**config.mk**
```make
export PLATFORM = sky130hd
export DESIGN_NAME = srst_controller
export DESIGN_NICKNAME = d
export VERILOG_FILES = /design/src/hw/srst_controller.v
export VERILOG_INCLUDE_DIRS = /design/src /design/src/hw
export SDC_FILE = /design/constraint.sdc
export NUM_CORES = 1
export LEC_CHECK = 0
export BUFFER_PORTS_ARGS = -buffer_cell sky130_fd_sc_hd__buf_2
export CAP_MARGIN = 20
export CORE_UTILIZATION = 60
export DETAILED_ROUTE_END_ITERATION = 8
export GPL_TIMING_DRIVEN = 1
export HOLD_SLACK_MARGIN = 0.15
export PLACE_DENSITY = 0.8
export SYNTH_ARGS = -nofsm -noshare
export SYNTH_HDL_FRONTEND = slang
export SYNTH_SLANG_ARGS = --single-unit
export TNS_END_PERCENT = 5
```
**constraint.sdc**
```tcl
create_clock -name CLOCK -period 3.2 [get_ports CLOCK]
set_clock_uncertainty 0.2 [all_clocks]
set_input_delay 0.64 -clock CLOCK [delete_from_list [all_inputs] [get_ports CLOCK]]
set_output_delay 0.64 -clock CLOCK [all_outputs]
set_load 0.02 [all_outputs]
```
**src/hw/srst_map.vh**
```
// Constants for the slow-clock reset controller
`ifndef SRST_MAP_VH
`define SRST_MAP_VH
`define SRST_TYPE_GENERAL 3'h0
`define SRST_TYPE_WAKEUP 3'h1
`define SRST_TYPE_USER 3'h4
`define SRST_PROC_STARTUP 2'h3
`define SRST_BOOT_DELAY 2'h3
`define SRST_STARTUP_CYCLES 16'h0400
`define SRST_PULSE_LENGTH_FIELD_RESET 4'h0
`define SRST_ST_BACKUP 3'h0
`define SRST_ST_STARTUP 3'h1
`define SRST_ST_CLKRUN 3'h2
`define SRST_ST_RUN 3'h3
`define SRST_ST_CORE_OFF 3'h4
`define SRST_ST_USER 3'h5
`endif

```
**src/hw/srst_controller.v**
```verilog
// Slow-clock reset sequencer with pin shaping and boot-select capture
`timescale 1ns/100ps
`default_nettype none
`include "srst_map.vh"

module srst_controller #(
   parameter STARTUP_CYCLES = 1024
) (
   input wire CLOCK,
   input wire RESET_N,
   input wire BACKUP_POR_N,
   input wire CORE_POR_N,
   input wire PIN_IN,
   output reg PIN_OUT,
   output wire PIN_OE_N,
   input wire BOOT_SELECT_PIN,
   output reg BOOT_SELECT,
   input wire MODE_WRITE,
   input wire USER_RESET_ENABLE_IN,
   input wire USER_RESET_IRQ_ENABLE_IN,
   input wire [3:0] PULSE_LENGTH_IN,
   output reg USER_RESET_ENABLE,
   output reg USER_RESET_IRQ_ENABLE,
   output reg [3:0] PULSE_LENGTH_FIELD,
   input wire STATUS_READ,
   output reg PIN_LEVEL_STATUS,
   output reg USER_RESET_SEEN,
   output reg [2:0] LAST_RESET_TYPE,
   output wire USER_RESET_IRQ,
   output wire PROC_CLK_EN,
   output wire PROC_RESET_N,
   output wire WDT_RESET_N,
   output wire BACKUP_RESET_N,
   output wire PERIPH_RESET_N
);
   reg [2:0] state_ff;
   reg [2:0] nxt_state;
   reg [15:0] cnt_ff;
   reg [15:0] nxt_cnt;
   reg pin_s1_ff;
   reg pin_s2_ff;
   reg pin_prev_ff;
   reg core_s1_ff;
   reg core_s2_ff;
   reg core_prev_ff;
   reg bkp_s1_ff;
   reg bkp_s2_ff;
   reg boot_s1_ff;
   reg boot_s2_ff;
   reg [1:0] boot_cnt_ff;
   reg boot_arm_ff;
   reg proc_rst_n_ff;
   reg per_rst_n_ff;
   reg bkp_rst_n_ff;
   reg ext_req_ff;
   reg [16:0] pulse_cnt_ff;
   reg [2:0] pend_type_ff;
   reg [2:0] nxt_type;
   reg nxt_proc;
   reg nxt_per;
   reg nxt_bkp;
   reg nxt_ext;
   wire pin_low;
   wire core_up;
   wire user_trig;
   wire [16:0] pulse_len;
   wire bkp_ok;
   wire [15:0] startup_len;

   assign pin_low = ~pin_s2_ff;
   assign core_up = core_s2_ff;
   // Sequencing sees the backup detector only after two flops
   assign bkp_ok = bkp_s2_ff;
   assign startup_len = STARTUP_CYCLES[15:0];
   // pulse length math
   // Seventeen bits: the longest pulse, 2^16 cycles, overflows sixteen
   assign pulse_len = 17'h00001 << ({1'b0, PULSE_LENGTH_FIELD} + 5'h01);
   // user request, gated by enable, suppressed by irq mode
   assign user_trig = pin_low & USER_RESET_ENABLE & ~USER_RESET_IRQ_ENABLE;
   assign USER_RESET_IRQ = USER_RESET_SEEN & USER_RESET_IRQ_ENABLE & ~USER_RESET_ENABLE;

   // Raw detector levels gate the outputs so a supply loss needs no clock edge
   // backup low forces all; core fall asserts at once
   assign BACKUP_RESET_N = bkp_rst_n_ff & BACKUP_POR_N;
   assign PROC_RESET_N = proc_rst_n_ff & BACKUP_POR_N & CORE_POR_N;
   assign WDT_RESET_N = PROC_RESET_N;
   assign PERIPH_RESET_N = per_rst_n_ff & BACKUP_POR_N & CORE_POR_N;
   assign PROC_CLK_EN = (state_ff == `SRST_ST_CLKRUN) | (state_ff == `SRST_ST_RUN) | (state_ff == `SRST_ST_USER);
   // Pin is open drain: enable low while pulling the line down
   assign PIN_OE_N = PIN_OUT;

   // two-flop resync of pin and core detector
   always @(posedge CLOCK or negedge RESET_N) begin
      if (!RESET_N) begin
         pin_s1_ff <= 1'b1;
         pin_s2_ff <= 1'b1;
         pin_prev_ff <= 1'b1;
         core_s1_ff <= 1'b0;
         core_s2_ff <= 1'b0;
         core_prev_ff <= 1'b0;
      end else begin
         pin_s1_ff <= PIN_IN;
         pin_s2_ff <= pin_s1_ff;
         pin_prev_ff <= pin_s2_ff;
         core_s1_ff <= CORE_POR_N;
         core_s2_ff <= core_s1_ff;
         core_prev_ff <= core_s2_ff;
      end
   end

   // Detector and boot pin come from outside the clock; only the second flop feeds logic
   always @(posedge CLOCK or negedge RESET_N) begin
      if (!RESET_N) begin
         bkp_s1_ff <= 1'b0;
         bkp_s2_ff <= 1'b0;
         boot_s1_ff <= 1'b0;
         boot_s2_ff <= 1'b0;
      end else begin
         bkp_s1_ff <= BACKUP_POR_N;
         bkp_s2_ff <= bkp_s1_ff;
         boot_s1_ff <= BOOT_SELECT_PIN;
         boot_s2_ff <= boot_s1_ff;
      end
   end

   // mode bits reset only by backup supply loss
   always @(posedge CLOCK or negedge RESET_N) begin
      if (!RESET_N) begin
         USER_RESET_ENABLE <= 1'b0;
         USER_RESET_IRQ_ENABLE <= 1'b0;
         PULSE_LENGTH_FIELD <= `SRST_PULSE_LENGTH_FIELD_RESET;
      end else if (!(bkp_rst_n_ff & bkp_ok)) begin
         USER_RESET_ENABLE <= 1'b0;
         USER_RESET_IRQ_ENABLE <= 1'b0;
         PULSE_LENGTH_FIELD <= `SRST_PULSE_LENGTH_FIELD_RESET;
      end else if (MODE_WRITE) begin
         USER_RESET_ENABLE <= USER_RESET_ENABLE_IN;
         USER_RESET_IRQ_ENABLE <= USER_RESET_IRQ_ENABLE_IN;
         PULSE_LENGTH_FIELD <= PULSE_LENGTH_IN;
      end
   end

   // level status, sticky seen flag where the set wins over the read
   always @(posedge CLOCK or negedge RESET_N) begin
      if (!RESET_N) begin
         PIN_LEVEL_STATUS <= 1'b1;
         USER_RESET_SEEN <= 1'b0;
      end else begin
         PIN_LEVEL_STATUS <= pin_s2_ff;
         if (pin_prev_ff & ~pin_s2_ff & ~ext_req_ff)
            USER_RESET_SEEN <= 1'b1;
         else if (STATUS_READ)
            USER_RESET_SEEN <= 1'b0;
      end
   end

   // boot select captured three cycles after core rise
   always @(posedge CLOCK or negedge RESET_N) begin
      if (!RESET_N) begin
         boot_cnt_ff <= 2'h0;
         boot_arm_ff <= 1'b0;
         BOOT_SELECT <= 1'b0;
      end else if (core_up & ~core_prev_ff) begin
         boot_cnt_ff <= 2'h1;
         boot_arm_ff <= 1'b1;
      end else if (boot_arm_ff) begin
         // Count started at one on the edge-detect cycle
         if (boot_cnt_ff == `SRST_BOOT_DELAY) begin
            BOOT_SELECT <= boot_s2_ff;
            boot_arm_ff <= 1'b0;
         end else begin
            boot_cnt_ff <= boot_cnt_ff + 2'h1;
         end
      end
   end

   // Reset state manager
   always @* begin
      nxt_state = state_ff;
      nxt_cnt = cnt_ff;
      nxt_proc = proc_rst_n_ff;
      nxt_per = per_rst_n_ff;
      nxt_bkp = bkp_rst_n_ff;
      nxt_ext = 1'b0;
      nxt_type = pend_type_ff;
      case (state_ff)
         `SRST_ST_BACKUP: begin
            nxt_proc = 1'b0;
            nxt_per = 1'b0;
            nxt_bkp = 1'b0;
            nxt_cnt = 16'h0000;
            // detector rise starts the startup counter
            if (bkp_ok)
               nxt_state = `SRST_ST_STARTUP;
         end
         `SRST_ST_STARTUP: begin
            if (cnt_ff >= startup_len - 16'h0001) begin
               nxt_cnt = 16'h0000;
               nxt_state = `SRST_ST_CLKRUN;
               nxt_type = `SRST_TYPE_GENERAL;
            end else begin
               nxt_cnt = cnt_ff + 16'h0001;
            end
         end
         `SRST_ST_CLKRUN: begin
            // clock runs, resets held three cycles
            // Counter enters at zero from every path
            if (cnt_ff == {14'h0000, `SRST_PROC_STARTUP} - 16'h0001) begin
               nxt_proc = 1'b1;
               nxt_per = 1'b1;
               nxt_bkp = 1'b1;
               nxt_state = `SRST_ST_RUN;
               nxt_ext = 1'b1;
            end else begin
               nxt_cnt = cnt_ff + 16'h0001;
            end
         end
         `SRST_ST_RUN: begin
            // core detector acts only after backup release
            if (!core_up) begin
               nxt_proc = 1'b0;
               nxt_per = 1'b0;
               nxt_state = `SRST_ST_CORE_OFF;
            end else if (user_trig & ~ext_req_ff) begin
               nxt_proc = 1'b0;
               nxt_per = 1'b0;
               nxt_state = `SRST_ST_USER;
            end
         end
         `SRST_ST_CORE_OFF: begin
            nxt_proc = 1'b0;
            nxt_per = 1'b0;
            nxt_cnt = 16'h0000;
            if (core_up) begin
               nxt_state = `SRST_ST_CLKRUN;
               nxt_type = `SRST_TYPE_WAKEUP;
            end
         end
         `SRST_ST_USER: begin
            // Internal resets stay low until the line is seen high again
            nxt_cnt = 16'h0000;
            if (!core_up) begin
               nxt_state = `SRST_ST_CORE_OFF;
            end else if (!pin_low) begin
               nxt_state = `SRST_ST_CLKRUN;
               nxt_type = `SRST_TYPE_USER;
            end
         end
         default: nxt_state = `SRST_ST_BACKUP;
      endcase
   end

   // State, counter and reset flops; backup loss wins over every state
   always @(posedge CLOCK or negedge RESET_N) begin
      if (!RESET_N) begin
         state_ff <= `SRST_ST_BACKUP;
         cnt_ff <= 16'h0000;
         proc_rst_n_ff <= 1'b0;
         per_rst_n_ff <= 1'b0;
         bkp_rst_n_ff <= 1'b0;
         pend_type_ff <= `SRST_TYPE_GENERAL;
         LAST_RESET_TYPE <= `SRST_TYPE_GENERAL;
      end else if (!bkp_ok) begin
         state_ff <= `SRST_ST_BACKUP;
         cnt_ff <= 16'h0000;
         proc_rst_n_ff <= 1'b0;
         per_rst_n_ff <= 1'b0;
         bkp_rst_n_ff <= 1'b0;
      end else begin
         state_ff <= nxt_state;
         cnt_ff <= nxt_cnt;
         proc_rst_n_ff <= nxt_proc;
         per_rst_n_ff <= nxt_per;
         bkp_rst_n_ff <= nxt_bkp;
         pend_type_ff <= nxt_type;
         // type loaded only at processor release
         if (nxt_proc & ~proc_rst_n_ff)
            LAST_RESET_TYPE <= nxt_type;
      end
   end

   // pin driver: low from reset until pulse count ends
   always @(posedge CLOCK or negedge RESET_N) begin
      if (!RESET_N) begin
         PIN_OUT <= 1'b0;
         ext_req_ff <= 1'b1;
         pulse_cnt_ff <= 17'h00000;
      end else if (!bkp_ok || !core_up || state_ff == `SRST_ST_BACKUP || state_ff == `SRST_ST_STARTUP ||
                   state_ff == `SRST_ST_CORE_OFF) begin
         // pin held with the other resets while a supply is down
         PIN_OUT <= 1'b0;
         ext_req_ff <= 1'b1;
         pulse_cnt_ff <= 17'h00000;
      end else if (nxt_ext) begin
         // every release drives its own pulse, user reset included
         PIN_OUT <= 1'b0;
         ext_req_ff <= 1'b1;
         pulse_cnt_ff <= 17'h00001;
      end else if (pulse_cnt_ff != 17'h00000) begin
         if (pulse_cnt_ff >= pulse_len) begin
            PIN_OUT <= 1'b1;
            pulse_cnt_ff <= 17'h00000;
         end else begin
            pulse_cnt_ff <= pulse_cnt_ff + 17'h00001;
         end
      end else if (PIN_OUT & pin_s2_ff) begin
         // Own pulse seen gone from the line before user detection rearms
         ext_req_ff <= 1'b0;
      end
   end
endmodule // srst_controller
`default_nettype wire

```
==> impl_metrics.json, run 1 <==
{
  "layout_common_cells": "64 x sky130_fd_sc_hd__dfrtp_1, 48 x sky130_fd_sc_hd__nand2_1, 38 x sky130_fd_sc_hd__nor2_1",
  "met2WireLength_um": 3800,
  "static_power_due_to_leakage_nw": 2.06,
  "total_gr_overflow": 0,
  "setup_ws_ns": 0.475,
  "grt_pass1_wl_um": 14700,
  "initial_utilization": 0.621,
  "totalPowerFinal_mw": 2.27,
  "seq_total_area_yosys": 0.435,
  "critical_path_cell_with_the_highest_stage_delay": "sky130_fd_sc_hd__dfrtp_1",
  "met1Wirelength_um": 3980,
  "finalCritPeriodShare": 0.852,
  "worstSetupPathType": "reg -> reg",
  "top_signal_layer_used": "met4",
  "post-dp-hpwl_um": 6030,
  "clk-insertion-delay-late_ns": 0.33,
  "path_depth": 10,
  "antenna_cells_inserted": 0,
  "post_synth.cell_area_avg_um2": 9.10,
  "routed_wl_um": 8310,
  "fraction_of_post_synthesis_cell_area_in_the_top_cell_type_by_area": 0.408,
  "postLayoutCellArea_um2": 4340,
  "numPortBuffers": 33,
  "antenna_found_initial": 0,
  "amount_of_wire_on_met3_after_detailed_routing_um": 398,
  "synth.distinct_cells": 52,
  "global_route.usage.total": 0.259,
  "firstDrtPassIters": 5,
  "core_um2": 6310,
  "cp-start-kind": "flop",
  "die_w_um": 82.9,
  "fin_nets": 499,
  "worstPathRequired_ns": 3.23,
  "clockRootBuffer": "sky130_fd_sc_hd__clkbuf_8",
  "maxSlewViolCount": 0,
  "synth_nets": 467,
  "netlist_top_cells_area": "sky130_fd_sc_hd__dfrtp_1 41%, sky130_fd_sc_hd__ha_1 7.0%, sky130_fd_sc_hd__nand2_1 4.6%",
  "cts.htree.levels": 3,
  "hold_start": "boot_s1_ff",
  "clockBufferDepth": 2,
  "worst_slew_margin_rel": 0.448,
  "worst_path_most_repeated_cell": "sky130_fd_sc_hd__a21oi_1",
  "mostFrequentLayoutCell": "sky130_fd_sc_hd__dfrtp_1",
  "detail-route-antenna-nets": 0,
  "die_area_um2": 6860,
  "post-route-util": 0.687,
  "final-instance-count-excl-fill": 545,
  "postSynthCellCount": 431,
  "gp_congestion": 0.879,
  "reg2reg_slack_ns": 0.47,
  "netlist_area_um2": 3920,
  "finalWorstPathRequiredPeriod_ns": 2.73,
  "route.vias.total": 3281,
  "area_delta_synth_final_pct": 10.6,
  "critical_path_peak_fanout": 12,
  "fin_setup_tns_ns": 0,
  "cpLargestDelayFamily": "compound AO/OA/AOI/OAI gates",
  "hold_path.class": "reg -> reg",
  "cts_setup_buffers": 0,
  "placement.cell_area_um2": 4120,
  "critical_path_data_arrival_time_ns": 2.76,
  "drc_errors_left": 0,
  "place_worst_setup_slack_ns": 0.497,
  "powerDensity_nw_per_um2": 523,
  "die_h_um": 82.9,
  "vias_in_the_first_global_route": 3102,
  "post_drt_via_cell_ratio": 6.02,
  "dpl.cell_count": 528,
  "ioPinCount": 34,
  "ir_worst_vdd_mv": 0.461,
  "largest_net_degree_at_the_start_of_global_routing": 31,
  "worst_hold_path.num_cells": 0,
  "worst_setup_path_start": "PULSE_LENGTH_FIELD[2]",
  "run_status": "finished, final reports clean",
  "ys_ff_latch": 68,
  "max_freq_ghz": 0.367,
  "number_of_clock_buffers_inserted_by_tritoncts": 9,
  "ys.warnings.count": 0,
  "setup_viol": 0,
  "grt_setup_unrepaired": "false",
  "worstReg2RegStart": "PULSE_LENGTH_FIELD[2]",
  "crit_buf_inv": 1,
  "tritoncts": "yes",
  "asyncSetResetFlopFracSynth": 1.00,
  "max_cap_viol_count": 0,
  "clk_pin_slew_ns": 0.08,
  "detailedRoute.firstIterationViolations": 340,
  "final_layout_size_suffix_gt1_frac": 0.145,
  "timing.critical_path.slowest_cell_delay_ns": 0.47,
  "clock_sinks": 68,
  "number_of_cells_traversed_by_the_worst_register_to_register_path": 10,
  "worst-slew-pin-transition_ns": 0.820,
  "finalHoldWorstSlack_ns": 0.152,
  "path_cells": "nor2b_1 -> nand3_1 -> ha_1 -> a21oi_1 -> o21ai_0 -> a21oi_1 -> a2bb2oi_1 -> a21oi_1 -> buf_4 -> nor4b_1",
  "worstSetupEndpointType": "flop",
  "synth_area_leader_cell": "sky130_fd_sc_hd__dfrtp_1",
  "hold_viol_final": 0,
  "number_of_flops_mapped_to_enable_cells_by_yosys": 0,
  "wl_per_cell_um": 15.2,
  "fp-row-count": 29,
  "num-fill-cells": 506,
  "synth_top_flop_cell": "sky130_fd_sc_hd__dfrtp_1"
}
[power breakdown]
part / switching (mW) / internal [mW]
Clock: 0.353 / 0.373
Combinational: 0.303 / 0.198
Sequential: 0.102 / 0.937
Total: 0.758 / 1.51
[routing by layer]
layer | up-vias | GRT usage
li1 | 1607 | -
met1 | 1539 | 0.378
met2 | 120 | 0.399
met3 | 15 | 0.0348
met4 | 0 | 0.0909
met5 | - | 0
[worst reg2reg max path, cell delays in order (launching register included)]
cell                        delay [ns]
sky130_fd_sc_hd__dfrtp_1          0.47
sky130_fd_sc_hd__nor2b_1          0.30
sky130_fd_sc_hd__nand3_1          0.12
sky130_fd_sc_hd__ha_1             0.31
sky130_fd_sc_hd__a21oi_1          0.15
sky130_fd_sc_hd__o21ai_0          0.10
sky130_fd_sc_hd__a21oi_1          0.17
sky130_fd_sc_hd__a2bb2oi_1        0.26
sky130_fd_sc_hd__a21oi_1          0.10
sky130_fd_sc_hd__buf_4            0.19
sky130_fd_sc_hd__nor4b_1          0.27
[worst paths after layout]
kind                                      endpoint
worst min-delay path                    boot_s2_ff
min in group asynchronous       LAST_RESET_TYPE[0]
max in group asynchronous                pin_s1_ff
worst max-delay path               pulse_cnt_ff[2]
worst max register to register     pulse_cnt_ff[2]
worst min register to register          boot_s2_ff
[kinds of logic (layout without fill, tap and decap cells)]
group           count (synthesis)  in the layout  share of synthesized area
flops                          68             68                      0.435
simple gates                  203            203                      0.271
xor+xnor                       16             16                     0.0357
fa+ha+maj                      22             22                     0.0702
other cells                     1              1                   0.000956
mux                            11             11                     0.0293
buf+inv                        27             64                     0.0335
compound gates                 83             83                      0.124
[registers in the layout (all words and copies together) (netlist names), 2 cells and up]
| register | flops |
|---|---|
| pulse_cnt_ff | 17 |
| cnt_ff | 16 |
| PULSE_LENGTH_FIELD | 4 |
| LAST_RESET_TYPE | 3 |
| pend_type_ff | 3 |
| state_ff | 3 |
| boot_cnt_ff | 2 |
[final cells by class]
class,instances,area [µm²],area share
Clock buffer,9,124,0.0286
Clock inverter,7,83.8,0.0193
Inverter,10,37.5,0.00865
Multi-Input combinational cell,336,2080,0.481
Sequential cell,68,1710,0.393
Tap cell,77,96.3,0.0222
Timing Repair Buffer,38,205,0.0473
[cell usage after synthesis (3+ instances only)]
cell type and number:
sky130_fd_sc_hd__xor2_1 5, sky130_fd_sc_hd__nor3_1 8, sky130_fd_sc_hd__o21ai_1 4, sky130_fd_sc_hd__inv_1 10, sky130_fd_sc_hd__nor2_1 38, sky130_fd_sc_hd__nor2b_1 9, sky130_fd_sc_hd__nand4_1 8, sky130_fd_sc_hd__mux2i_1 7
sky130_fd_sc_hd__a22o_1 3, sky130_fd_sc_hd__and4_1 4, sky130_fd_sc_hd__a21o_1 5, sky130_fd_sc_hd__buf_4 3, sky130_fd_sc_hd__nand2b_1 16, sky130_fd_sc_hd__nor4b_1 3, sky130_fd_sc_hd__o21ai_0 19, sky130_fd_sc_hd__and2_1 6
sky130_fd_sc_hd__nor4_1 7, sky130_fd_sc_hd__and3_1 10, sky130_fd_sc_hd__ha_1 22, sky130_fd_sc_hd__a31oi_1 15, sky130_fd_sc_hd__nand3_1 30, sky130_fd_sc_hd__a21oi_1 27, sky130_fd_sc_hd__dfrtp_1 64, sky130_fd_sc_hd__nand2_1 48
sky130_fd_sc_hd__clkbuf_1 11, sky130_fd_sc_hd__dfstp_2 4, sky130_fd_sc_hd__mux2_2 3, sky130_fd_sc_hd__xnor2_1 11
[repair_timing]
item,CTS,global route
gates resized for setup,0,0
setup endpoints to repair,0,0
hold buffers,1,0
endpoints found under the hold margin,9,0
(Power assumes the default switching activity.)
==> run 2, diff against run 1 <==
- PLACE_DENSITY: 0.8 -> 0.87
==> run 2 against run 1 <==
Effect of this change:
- first-iteration DRC count shrank 34%
- core utilization up 0.16 points
- cell count rose by 0.18%
- register-to-register slack lost 0.04 ns
- total power increased by 1.4%
- non-clock buffer count up 1
- setup slack got worse by 0.039 ns
- wire length rose by 6.1%
- combinational power rose by 2%
- highest routed layer unchanged
==> impl_metrics.json, run 2 (synthesis results as in run 1) <==
{
  "run_status": "finished, final reports clean",
  "fin_setup_tns_ns": 0,
  "static_power_due_to_leakage_nw": 2.06,
  "cp-start-kind": "flop",
  "grt-busiest-layer": "met2",
  "dpl.cell_count": 528,
  "crit_buf_inv": 1,
  "number_of_cells_traversed_by_the_worst_register_to_register_path": 10,
  "hold_start": "bkp_s1_ff",
  "setup_viol": 0,
  "worst-slew-pin-transition_ns": 0.844,
  "vias_in_the_first_global_route": 3259,
  "area_delta_synth_final_pct": 10.8,
  "clk-insertion-delay-late_ns": 0.35,
  "fp-row-count": 29,
  "worstPathRequired_ns": 3.25,
  "hold_path.class": "reg -> reg",
  "max_cap_viol_count": 0,
  "route.vias.total": 3346,
  "final-instance-count-excl-fill": 546,
  "fin_nets": 500,
  "routed_wl_um": 8810,
  "number_of_cells_upsized_or_downsized_after_cts": 0,
  "worst_setup_path_start": "PULSE_LENGTH_FIELD[3]",
  "global_route.usage.total": 0.276,
  "gp_congestion": 0.865,
  "worst_hold_path.num_cells": 0,
  "cts_setup_buffers": 0,
  "antenna_cells_inserted": 0,
  "tritoncts": "yes",
  "clock_sinks": 68,
  "wl_per_cell_um": 16.1,
  "worstSetupPathType": "reg -> reg",
  "worst_path_most_repeated_cell": "sky130_fd_sc_hd__a21oi_1",
  "drc_errors_left": 0,
  "die_w_um": 82.9,
  "worstSetupEndpointType": "flop",
  "ioPinCount": 34,
  "post_drt_via_cell_ratio": 6.13,
  "worstReg2RegStart": "PULSE_LENGTH_FIELD[3]",
  "timing.critical_path.slowest_cell_delay_ns": 0.50,
  "clockBufferDepth": 2,
  "critical_path_data_arrival_time_ns": 2.81,
  "max_freq_ghz": 0.362,
  "core_um2": 6310,
  "largest_net_degree_at_the_start_of_global_routing": 35,
  "maxSlewViolCount": 0,
  "critical_path_peak_fanout": 12,
  "met3_usage": 0.0666,
  "num-fill-cells": 516,
  "registers.top_by_ff_count": "pulse_cnt_ff",
  "final_layout_size_suffix_gt1_frac": 0.147,
  "post-dp-hpwl_um": 6230,
  "powerDensity_nw_per_um2": 529,
  "critical_path.reg2reg.endpoint": "pulse_cnt_ff[2]",
  "numPortBuffers": 33,
  "grt_pass1_wl_um": 15200,
  "finalCritPeriodShare": 0.864,
  "cpLargestDelayFamily": "compound AO/OA/AOI/OAI gates",
  "critical_path_cell_with_the_highest_stage_delay": "sky130_fd_sc_hd__dfrtp_1",
  "worst_hold_path.endpoint": "bkp_ok",
  "detail-route-antenna-nets": 0,
  "number_of_clock_buffers_inserted_by_tritoncts": 9,
  "antenna_found_initial": 0,
  "path_cells": "nor2b_1 -> nand3_1 -> ha_1 -> a21oi_1 -> o21ai_0 -> a21oi_1 -> a2bb2oi_1 -> a21oi_1 -> buf_4 -> nor4b_1",
  "total_gr_overflow": 0,
  "hold_viol_final": 0,
  "finalWorstPathRequiredPeriod_ns": 2.76,
  "clockRootBuffer": "sky130_fd_sc_hd__clkbuf_8",
  "worst_slew_margin_rel": 0.432,
  "firstDrtPassIters": 5,
  "max_reg_flops": 17,
  "ir_worst_vdd_mv": 0.400,
  "layout_common_cells": "64 x sky130_fd_sc_hd__dfrtp_1, 48 x sky130_fd_sc_hd__nand2_1, 38 x sky130_fd_sc_hd__nor2_1",
  "use_met2": 0.442,
  "grt_setup_unrepaired": "false",
  "gr-usage-met1": 0.359,
  "reg2reg_slack_ns": 0.44,
  "layout_top_registers": "pulse_cnt_ff: 17 flops, cnt_ff: 16 flops, PULSE_LENGTH_FIELD: 4 flops",
  "detailedRoute.firstIterationViolations": 225,
  "mostFrequentLayoutCell": "sky130_fd_sc_hd__dfrtp_1",
  "die_h_um": 82.9,
  "die_area_um2": 6860,
  "initial_utilization": 0.621,
  "clk_pin_slew_ns": 0.07,
  "cts.htree.levels": 3
}
run 2: cell types whose count changed in the layout (fill, tap and decap cells not counted), sizes merged:
cell,previous run,this run
buf,37,38
clkbuf,9,11
clkinv,2,1
clkinvlp,1,2
inv,13,11
run 2: layout make-up:
cell class | count | area (µm²) | area share
sequential | 68 | 1710 | 0.393
timing repair buffer | 39 | 213 | 0.0489
clock buffer | 11 | 151 | 0.0348
clock inverter | 5 | 58.8 | 0.0135
multi-input combinational | 336 | 2080 | 0.479
inverter | 10 | 37.5 | 0.00863
tap | 77 | 96.3 | 0.0222
run 2: repair_timing:
action | 4_1_cts | 5_1_grt
setup endpoints to repair | 0 | 0
endpoints found under the hold margin | 15 | 0
hold buffers | 1 | 0
run 2: through the flow:
stage / setup slack, ns / hold WS [ns] / util / power, mW / cell area, µm²
after floorplan: 0.582 / 0.131 / - / 1.44 / 3920
after global placement: 0.522 / 0.132 / 0.653 / 1.53 / 4120
after detailed placement: 0.367 / 0.136 / 0.653 / 1.56 / 4120
after CTS: 0.339 / 0.153 / 0.687 / 2.30 / 4340
after global routing: 0.0885 / 0.157 / 0.689 / 2.42 / 4350
final: 0.435 / 0.152 / 0.689 / 2.30 / 4350
run 2: where the power goes:
| group | total [mW] | switching [mW] | internal (mW) |
|---|---|---|---|
| Clock | 0.749 | 0.345 | 0.404 |
| Combinational | 0.511 | 0.312 | 0.199 |
| Sequential | 1.04 | 0.101 | 0.938 |
| Total | 2.30 | 0.758 | 1.54 |
run 2: per-layer routing:
metal	vias to the layer above	part of all wire
li1	1601	-
met5	-	0
met2	97	0.48
met3	27	0.046
met4	0	0.030
met1	1621	0.45
run 2: worst max-delay path by stage:
stage,endpoint,slack (ns),cells after the start
after detailed placement,pulse_cnt_ff[16],0.37,7
final,pulse_cnt_ff[2],0.44,10
after global placement,pulse_cnt_ff[1],0.52,7
after CTS,pulse_cnt_ff[16],0.34,7
after floorplan,pulse_cnt_ff[11],0.58,9
after global routing,pulse_cnt_ff[2],0.09,10
==> run 3, diff against run 2 <==
- CORE_UTILIZATION: 60 -> 39
- PLACE_DENSITY: 0.87 -> 0.63
==> run 3 against run 2 <==
Effect of this change:
- critical path depth unchanged
- count of clock-buffer cells in the layout decreased by 2
- via count decreased by 3.6%
==> impl_metrics.json, run 3 (synthesis results as in run 1) <==
{
  "run_status": "finished, final reports clean",
  "drc_errors_left": 0,
  "detail-route-antenna-nets": 0,
  "die_h_um": 102,
  "routed_wl_um": 8630,
  "antenna_cells_inserted": 0,
  "worstSetupPathType": "reg -> reg",
  "post-dp-hpwl_um": 6080,
  "hold_fix_buffers_at_cts": 1,
  "ir_worst_vdd_mv": 0.285,
  "largest_net_degree_at_the_start_of_global_routing": 69,
  "worst_slew_margin_rel": 0.472,
  "worstSetupEndpointType": "flop",
  "detailedRoute.firstIterationViolations": 194,
  "clk_pin_slew_ns": 0.08,
  "max_cap_viol_count": 0,
  "die_w_um": 102,
  "antenna_found_initial": 0,
  "worstPathRequired_ns": 3.24,
  "clock_sinks": 68,
  "layout_common_cells": "64 x sky130_fd_sc_hd__dfrtp_1, 48 x sky130_fd_sc_hd__nand2_1, 38 x sky130_fd_sc_hd__nor2_1",
  "hold_viol_final": 0,
  "global_route.usage.total": 0.175,
  "postLayoutCellArea_um2": 4420,
  "clockBufferDepth": 2,
  "critical_path_peak_fanout": 12,
  "grt_setup_unrepaired": "false",
  "hold_path.class": "reg -> reg",
  "numPortBuffers": 33,
  "maxSlewViolCount": 0,
  "placement.cell_area_um2": 4200,
  "core_um2": 9770,
  "route.vias.total": 3227,
  "vias_in_the_first_global_route": 2945,
  "powerDensity_nw_per_um2": 515,
  "finalWorstPathRequiredPeriod_ns": 2.84,
  "post_drt_via_cell_ratio": 5.36,
  "setup_viol": 0,
  "fin_setup_tns_ns": 0,
  "fin_nets": 500,
  "registers.top_by_ff_count": "pulse_cnt_ff",
  "ioPinCount": 34,
  "num-fill-cells": 980,
  "area_delta_synth_final_pct": 12.7,
  "number_of_clock_buffers_inserted_by_tritoncts": 9,
  "critical_path_data_arrival_time_ns": 2.88,
  "max_freq_ghz": 0.353,
  "worst-slew-pin-transition_ns": 0.784,
  "cts_setup_buffers": 0,
  "grt_pass1_wl_um": 14200,
  "number_of_cells_upsized_or_downsized_after_cts": 0,
  "clk-insertion-delay-late_ns": 0.34,
  "final_layout_size_suffix_gt1_frac": 0.147,
  "cts.htree.levels": 3,
  "static_power_due_to_leakage_nw": 2.06,
  "layout_top_registers": "pulse_cnt_ff: 17 flops, cnt_ff: 16 flops, PULSE_LENGTH_FIELD: 4 flops",
  "cp-start-kind": "flop",
  "gp_congestion": 0.799,
  "tritoncts": "yes",
  "max_reg_flops": 17,
  "firstDrtPassIters": 5,
  "clockRootBuffer": "sky130_fd_sc_hd__clkbuf_8",
  "initial_utilization": 0.401,
  "reg2reg_slack_ns": 0.36,
  "finalCritPeriodShare": 0.886,
  "total_gr_overflow": 0,
  "wl_per_cell_um": 14.3,
  "mostFrequentLayoutCell": "sky130_fd_sc_hd__dfrtp_1",
  "fp-row-count": 36,
  "die_area_um2": 10500
}
## run 3: cell types whose count changed in the layout (fill, tap and decap cells not counted)
cell | before | now
sky130_fd_sc_hd__buf_12 | 0 | 1
sky130_fd_sc_hd__buf_4 | 5 | 4
sky130_fd_sc_hd__clkbuf_8 | 11 | 9
sky130_fd_sc_hd__clkinv_4 | 0 | 2
## run 3: report_power, final
| group | internal (mW) | leakage, nW | switching (mW) |
|---|---|---|---|
| clock network | 0.364 | 0.0958 | 0.355 |
| registers | 0.938 | 0.906 | 0.0771 |
| logic | 0.206 | 1.06 | 0.335 |
## run 3: metal layers
layer	wire length (µm)	GRT usage	share of wire	vias to the layer above
met3	174	0.0369	0.020	6
met5	0	0	0	-
met2	4160	0.285	0.48	40
met1	4210	0.234	0.49	1572
met4	85	0.0527	0.0099	0
li1	-	-	-	1609
## run 3: final timing paths
check / startpoint / end / depth (start not counted)
max in group asynchronous: RESET_N / pin_s2_ff / 3
max: PULSE_LENGTH_FIELD[2] / pulse_cnt_ff[2] / 10
min reg2reg: core_s1_ff / core_s2_ff / 0
min: core_s1_ff / core_s2_ff / 0
min in group asynchronous: RESET_N / BOOT_SELECT / 3
max reg2reg: PULSE_LENGTH_FIELD[2] / pulse_cnt_ff[2] / 10
## run 3: layout make-up
type | count | area (µm²) | share of cell area
timing repair buffer | 39 | 225 | 0.0509
inverter | 10 | 37.5 | 0.00849
clock buffer | 9 | 124 | 0.0280
clock inverter | 7 | 76.3 | 0.0173
multi-input combinational | 336 | 2080 | 0.472
tap | 133 | 166 | 0.0376
sequential | 68 | 1710 | 0.386
## run 3: worst max-delay path, stage by stage, from the launching register on
cell,delay [ns]
sky130_fd_sc_hd__dfrtp_1,0.48
sky130_fd_sc_hd__nor2b_1,0.28
sky130_fd_sc_hd__nand3_1,0.11
sky130_fd_sc_hd__ha_1,0.30
sky130_fd_sc_hd__a21oi_1,0.16
sky130_fd_sc_hd__o21ai_0,0.10
sky130_fd_sc_hd__a21oi_1,0.15
sky130_fd_sc_hd__a2bb2oi_1,0.35
sky130_fd_sc_hd__a21oi_1,0.12
sky130_fd_sc_hd__buf_4,0.19
sky130_fd_sc_hd__nor4b_1,0.28
## run 3: metrics by stage
step	power [mW]	utilization	hold WS, ns	std cells	setup slack (ns)
after floorplan	1.44	-	0.131	431	0.582
after global placement	1.55	0.430	0.138	584	0.476
after detailed placement	1.57	0.430	0.135	584	0.374
after CTS	2.30	0.451	0.155	601	0.361
after global routing	2.41	0.452	0.164	602	0.177
final	2.28	0.452	0.154	602	0.364
